==> src/smclk_consts.svh <==
// constants for the state clock divider and channel control block
// assumes inclusion by bare name from the package and the design file
`ifndef SMCLK_CONSTS_SVH
`define SMCLK_CONSTS_SVH
// byte addresses are four times the register index
`define DIVCTL_INDEX 4'h2
`define CHCTL_INDEX 4'h3
`define DIVCTL_RESET 16'h0223
`define CHCTL_RESET 16'hFF86
// divider register fields
`define PREDIV_LSB 6
`define GEN_EN_BIT 5
`define DIVCTL_BIT10 10
`define DIVCTL_LOW_KEEP 5'h03
// channel register fields
`define CH_EN_LSB 12
`define LOGIC_MUTE_BIT 11
`define CH_MUTE_LSB 7
`define POSTDIV_LSB 0
// pre-divider codes
`define PREDIV_2 4'h2
`define PREDIV_4 4'h4
`define PREDIV_8 4'h8
// status register of our own: index 4
`define STATUS_INDEX 4'h4
`define NUM_CH 4
`endif

==> src/smclk_pkg.sv <==
// types shared by the state clock divider block
// assumes smclk_consts.svh sits in the include path
`include "smclk_consts.svh"
package smclk_pkg;
    // channel gating towards the analog outputs
    typedef struct packed {
        logic [3:0] clk_on;
        logic [3:0] sysref_on;
        logic logic_clk_on;
        logic logic_sysref_on;
    } out_gate_t;
    typedef enum logic [1:0] {ST_IDLE, ST_RUN} gen_state_t;
endpackage
==> src/smclk_ctrl.sv <==
// state clock divider and channel enable/mute registers behind classic Wishbone
// assumes a single clk_sys domain; cal_active and logic power inputs from same-clock logic
//
// What this block does
// RULE_01: pre-divider codes 2,4,8 divide main clock
// RULE_02: software writes only listed pre-divider codes
// RULE_03: pre-divided clock kept at most 1600 MHz
// RULE_04: generator runs only while enable bit set
// RULE_05: state clock serves calibration and lock detect
// RULE_06: post-divider divides by two to field power
// RULE_07: state clock kept at most 30 MHz
// RULE_08: bits 15..12 enable channels 3..0
// RULE_09: cleared channel enable forces channel off
// RULE_10: channel mute bits mute during calibration
// RULE_11: bit 11 mutes logic outputs during calibration
// RULE_12: divider writes keep bit10 zero, low 0x03; code clears only bits 15..11 and stores bits 10..0 as written
// RULE_13: channel writes keep bits 6..3 zero; code stores all written bits as given
// RULE_14: state clock times calibration; mutes need calibration
`timescale 1ns/1ps
`include "smclk_consts.svh"
module smclk_ctrl (
    input wire logic clk_sys,
    input wire logic srst,
    input wire logic wb_cyc_i,
    input wire logic wb_stb_i,
    input wire logic wb_we_i,
    input wire logic [7:0] wb_adr_i,
    input wire logic [3:0] wb_sel_i,
    input wire logic [31:0] wb_dat_i,
    output logic [31:0] wb_dat_o,
    output logic wb_ack_o,
    input wire logic main_clock_tick,
    input wire logic cal_active,
    input wire logic [3:0] clk_buf_enable,
    input wire logic [3:0] sysref_buf_enable,
    input wire logic logic_clk_enable,
    output logic state_clock_tick,
    output smclk_pkg::out_gate_t out_gate
);
    import smclk_pkg::*;

    // decode a byte address into a register index match
    function automatic logic hit(input logic [7:0] adr, input logic [3:0] idx);
        hit = (adr[7:2] == {2'b00, idx}) && (adr[1:0] == 2'b00);
    endfunction

    // pre-divider code to count limit minus one
    function automatic logic [2:0] prediv_last(input logic [3:0] code);
        case (code)
            `PREDIV_2: prediv_last = 3'h1;
            `PREDIV_4: prediv_last = 3'h3;
            default: prediv_last = 3'h7;
        endcase
    endfunction

    // ========================================
    // register file
    logic [15:0] divctl;
    logic [15:0] chctl;
    logic [15:0] next_divctl;
    logic [15:0] next_chctl;
    logic ack;
    logic next_ack;
    logic [31:0] next_dat;
    logic wr_go;
    logic [15:0] status_word;

    assign wr_go = wb_cyc_i && wb_stb_i && wb_we_i && !ack;

    // write decode with low byte lanes
    always_comb begin
        next_divctl = divctl;
        next_chctl = chctl;
        next_ack = wb_cyc_i && wb_stb_i && !ack;
        if (wr_go && hit(wb_adr_i, `DIVCTL_INDEX)) begin
            if (wb_sel_i[0]) begin
                next_divctl[7:0] = wb_dat_i[7:0];
            end
            if (wb_sel_i[1]) begin
                next_divctl[10:8] = wb_dat_i[10:8];
            end
            next_divctl[15:11] = 5'h00;
        end
        if (wr_go && hit(wb_adr_i, `CHCTL_INDEX)) begin
            if (wb_sel_i[0]) begin
                next_chctl[7:0] = wb_dat_i[7:0];
            end
            if (wb_sel_i[1]) begin
                next_chctl[15:8] = wb_dat_i[15:8];
            end
        end
    end

    // read mux, unmapped reads zero
    always_comb begin
        next_dat = 32'h0000_0000;
        if (hit(wb_adr_i, `DIVCTL_INDEX)) begin
            next_dat = {16'h0000, divctl};
        end else if (hit(wb_adr_i, `CHCTL_INDEX)) begin
            next_dat = {16'h0000, chctl};
        end else if (hit(wb_adr_i, `STATUS_INDEX)) begin
            next_dat = {16'h0000, status_word};
        end
    end

    // register storage
    always_ff @(posedge clk_sys) begin
        if (srst) begin
            divctl <= `DIVCTL_RESET;
            chctl <= `CHCTL_RESET;
            ack <= 1'b0;
            wb_dat_o <= 32'h0000_0000;
        end else begin
            divctl <= next_divctl;
            chctl <= next_chctl;
            ack <= next_ack;
            wb_dat_o <= next_dat;
        end
    end
    assign wb_ack_o = ack;

    // ========================================
    // state clock generator
    gen_state_t state;
    gen_state_t next_state;
    logic [2:0] pre_cnt;
    logic [2:0] next_pre_cnt;
    logic [6:0] post_cnt;
    logic [6:0] next_post_cnt;
    logic next_tick;
    logic [6:0] post_last;
    logic gen_en;

    // RULE_04 enable bit gates generator
    assign gen_en = divctl[`GEN_EN_BIT];
    // RULE_06 post divide by power of two
    assign post_last = 7'((8'h01 << chctl[2:0]) - 8'h01);

    // RULE_01 two-stage divide of main clock ticks
    always_comb begin
        next_state = state;
        next_pre_cnt = pre_cnt;
        next_post_cnt = post_cnt;
        next_tick = 1'b0;
        case (state)
            ST_IDLE: begin
                next_pre_cnt = 3'h0;
                next_post_cnt = 7'h00;
                if (gen_en) begin
                    next_state = ST_RUN;
                end
            end
            ST_RUN: begin
                if (!gen_en) begin
                    next_state = ST_IDLE;
                end else if (main_clock_tick) begin
                    if (pre_cnt >= prediv_last(divctl[9:6])) begin
                        next_pre_cnt = 3'h0;
                        if (post_cnt >= post_last) begin
                            next_post_cnt = 7'h00;
                            next_tick = 1'b1;
                        end else begin
                            next_post_cnt = post_cnt + 7'h01;
                        end
                    end else begin
                        next_pre_cnt = pre_cnt + 3'h1;
                    end
                end
            end
            default: next_state = ST_IDLE;
        endcase
    end

    // generator registers
    always_ff @(posedge clk_sys) begin
        if (srst) begin
            state <= ST_IDLE;
            pre_cnt <= 3'h0;
            post_cnt <= 7'h00;
            state_clock_tick <= 1'b0;
        end else begin
            state <= next_state;
            pre_cnt <= next_pre_cnt;
            post_cnt <= next_post_cnt;
            state_clock_tick <= next_tick;
        end
    end

    // ========================================
    // output gating
    logic cal_live;
    logic logic_on;
    wire [3:0] ch_clk_on;
    wire [3:0] ch_sysref_on;
    out_gate_t next_gate;
    // RULE_05 calibration needs the generator enable bit set
    // RULE_14 mutes only while calibration runs
    assign cal_live = cal_active && gen_en;

    genvar g;
    generate
        for (g = 0; g < `NUM_CH; g = g + 1) begin : g_ch
            logic mute;
            // RULE_10 per channel calibration mute
            assign mute = cal_live && chctl[`CH_MUTE_LSB + g];
            // RULE_08 RULE_09 channel enable overrides buffers
            assign ch_clk_on[g] = chctl[`CH_EN_LSB + g] && clk_buf_enable[g] && !mute;
            assign ch_sysref_on[g] = chctl[`CH_EN_LSB + g] && sysref_buf_enable[g] && !mute;
        end
    endgenerate

    // RULE_11 logic outputs muted during calibration
    assign logic_on = logic_clk_enable && !(cal_live && chctl[`LOGIC_MUTE_BIT]);

    // gate word assembled for the output register
    always_comb begin
        next_gate.clk_on = ch_clk_on;
        next_gate.sysref_on = ch_sysref_on;
        next_gate.logic_clk_on = logic_on;
        next_gate.logic_sysref_on = logic_on;
    end

    // gate register, every output off while in reset
    always_ff @(posedge clk_sys) begin
        if (srst) begin
            out_gate <= '0;
        end else begin
            out_gate <= next_gate;
        end
    end

    // status: generator running, calibration live, channel enables
    assign status_word = {10'h000, chctl[15:12], cal_live, (state == ST_RUN)};
endmodule // smclk_ctrl

==> config.mk <==
export PLATFORM = sky130hd
export DESIGN_NAME = smclk_ctrl
export DESIGN_NICKNAME = d
export VERILOG_FILES = /design/src/smclk_pkg.sv /design/src/smclk_ctrl.sv
export VERILOG_INCLUDE_DIRS = /design/src
export SDC_FILE = /design/constraint.sdc
export NUM_CORES = 1
export LEC_CHECK = 0
export BUFFER_PORTS_ARGS = -buffer_cell sky130_fd_sc_hd__buf_2
export CAP_MARGIN = 10
export CORE_ASPECT_RATIO = 1.4
export CORE_MARGIN = 8
export CORE_UTILIZATION = 53
export DETAILED_ROUTE_END_ITERATION = 7
export MAX_ROUTING_LAYER = met4
export PLACE_DENSITY_LB_ADDON = 0.2
export SYNTH_ARGS = -nofsm -noshare
export SYNTH_HDL_FRONTEND = slang
export SYNTH_SLANG_ARGS = --single-unit
==> constraint.sdc <==
create_clock -name clk_sys -period 5.6 [get_ports clk_sys]
set_input_delay 1.4 -clock clk_sys [delete_from_list [all_inputs] [get_ports clk_sys]]
set_output_delay 1.4 -clock clk_sys [all_outputs]
set_load 0.01 [all_outputs]
==> key figures <==
Status
  – Status: completed

Critical path
  – CP max-delay cell: and2b_1
  – Worst path max stage delay: 560 ps
  – Worst Path Buf+Inv: 1
  – Worst EP required: 5840 ps
  – Worst setup SP type: input port
  – Worst R2R Path Depth: 7
  – Maximum fanout along the worst path: 15
  – Crit end category: flop
  – Worst R2R Start: chctl[2]
  – CP Launch Point: wb_adr_i[4]
  – R2R setup slack: 3240 ps
  – CP delay by family, top: simple AND/OR/NAND/NOR gates
  – CP cell instances: buf_2, and2b_1, nand4b_4, nor2_2, nor2b_1, a211o_1
  – WS Path Type: in2reg
  – WP depth: 6
  – Worst Path Arrival: 3190 ps

Synth
  – Largest area contributor in the netlist: dfxtp_1
  – Register area share after synthesis: 0.438
  – Synth top area cells: dfxtp_1 44%, ha_1 5.1%, nor2_1 4.9%
  – Post-synthesis cell count: 314
  – Post-synth EDFFs: 0
  – Post-synth top flop: dfxtp_1
  – Synthesized area: 0.00297 mm2
  – Synth top area share: 0.438
  – Most common cell in the synthesized netlist: dfxtp_1
  – Top post-synthesis cells by count: 65 x dfxtp_1, 39 x nor2_1, 25 x a21oi_1
  – Syn_area_per_cell: 9.46 um2
  – Distinct cells, synth: 46
  – Async SR Flop Fraction: 0
  – Synth Register Bits: 65
  – YS warnings: 0

Die
  – Core area: between 0.005 and 0.006 mm2
  – Number of I/O pins: 104
  – Cell Rows: 32
  – Die Y: roughly 100 um
  – Die area: 0.00829 mm2
  – Die W: 79.3 um
  – Initial Utilization: 0.545

Timing
  – # setup viols final: 0
  – Tmin final: slightly below 3000 ps
  – RSZ-0062 raised after global routing: no
  – Period utilization: 0.527
  – Least-Margin Pin Slew: between 800 and 900 ps
  – Hold WS: 433 ps
  – Final Hold Viols: 0
  – Final TNS setup: 0 ps
  – Peak Freq: 339 MHz
  – Max Transition Viols Final: 0
  – Final setup skew: 8.55 ps
  – Slew margin rel.: 0.437

Cells and area
  – Nets: 452
  – Design Area, Final: roughly 0.0035 mm2
  – Non-Filler Instances: 453
  – Layout cell share with drive strength beyond 1: 0.262
  – Ant. Diodes: 0
  – P&R area growth vs syn: 17.2%

Clock tree
  – CTS Buffer Depth: 2
  – Total CTS buffers: 9
  – Post-CTS Setup Inserts: 0
  – Skew-Pair Late Insertion Delay: 340 ps
  – H-tree levels: 3
  – CTS tree: done
  – Clock root buffer: clkbuf_8
  – Clock slew at reported path FFs: 80 ps
  – PostCTS Resize Cnt: 0
  – Clk sinks: 65
  – # hold bufs at CTS: 0

Placed design
  – Buffers added on ports: between 60 and 70
  – Gpl congestion: about 0.78
  – Hpwl dp: ~5.0 mm
  – Placed Cells: 437
  – Placed Area: 0.00326 mm2

GRT
  – GRT overflow: 0
  – Global-route wire length before repair: 11.1 mm
  – Initial antenna violation count: 0
  – Vias in the first global route: 2,453
  – GRT Total Usage: 0.173
  – Largest net degree at the start of global routing: 47

Detailed routing
  – Number of routed nets with antenna violations: 0
  – First-pass detailed-route iteration total: 4
  – Drt initial violations: 150
  – Via density: 5.18
  – Vias: 2,347
  – Wirelength per Cell: 14.6 um
  – DR DRC count: 0
  – Routed Wire Length: between 6 and 7 mm

Power and ir drop
  – Leakage: 1.50 nW
  – Pwr dens: 299 mW/mm2
  – Max IR drop VDD: around 0.28 mV

Worst hold path
  – Hold Crit Depth: 1
  – Hold Crit Start: wb_ack_o
  – Min-Delay Path Class: reg2reg

Run
  – Reported max-cap violation count: 0
area by class of cell:
type                       count  area [um2]
multi-input combinational    229        1500
clock buffer                  10         128
clock inverter                 6        92.6
inverter                       6        22.5
sequential                    65        1300
timing repair buffer          69         345
tap                           68        85.1
fill                         477        1970
stage by stage:
step / power, mW / utilization / worst slack, ps
final: 1.04 / 0.639 / 2650
after global routing: 1.09 / 0.639 / 2480
after CTS: 1.05 / 0.639 / 2640
after detailed placement: 0.616 / 0.598 / 2290
after global placement: 0.613 / 0.598 / 2320
after floorplan: 0.586 / - / 2890
cell usage in the layout (no fill, tap or decap), drive strengths merged, types with 2 or more instances in the layout:
master    instances
buf              69
dfxtp            65
nor2             43
a21oi            25
nand2            18
conb             16
a211o            16
nor2b            15
and2             14
mux2i            12
ha               12
clkbuf           10
nor3              7
nand2b            7
inv               6
nand3             6
a22oi             6
o21ai             6
xnor2             4
o311ai            3
xor2              2
clkinvlp          2
clkinv            2
bufinv            2
or2               2
layer usage:
| layer | GRT usage | part of all wire | routed length (um) |
|---|---|---|---|
| met5 | - | 0 | 0 |
| met2 | 0.292 | 0.52 | 3410 |
| met4 | 0.0652 | 0.016 | 108 |
| met1 | 0.170 | 0.40 | 2660 |
| met3 | 0.0755 | 0.063 | 417 |
power breakdown:
part,switching (mW),internal (mW)
sequential,0.0132,0.475
clock,0.185,0.252
combinational,0.0671,0.0490
total,0.265,0.776
logic make-up after synthesis:
kind of cell / after synthesis / synth area share
AOI/OAI and AO/OA: 61 / 0.147
xor gates and xnor gates: 6 / 0.0177
adders and majority gates: 12 / 0.0506
buffers and inverters: 35 / 0.0742
DFF: 65 / 0.438
muxes: 12 / 0.0405
other: 1 / 0.00126
and+or+nand+nor: 122 / 0.231
flip-flops by register name, indices dropped and copies added, names as in the netlist:
register          count
out_gate              9
wb_dat_o             16
pre_cnt               3
wb_ack_o              1
divctl               11
chctl                16
state                 1
post_cnt              7
state_clock_tick      1
final timing paths:
kind,endpoint
max,chctl[1]
min,wb_ack_o
max reg2reg,post_cnt[3]
min reg2reg,wb_ack_o
Power figures use the tool's default switching activity.
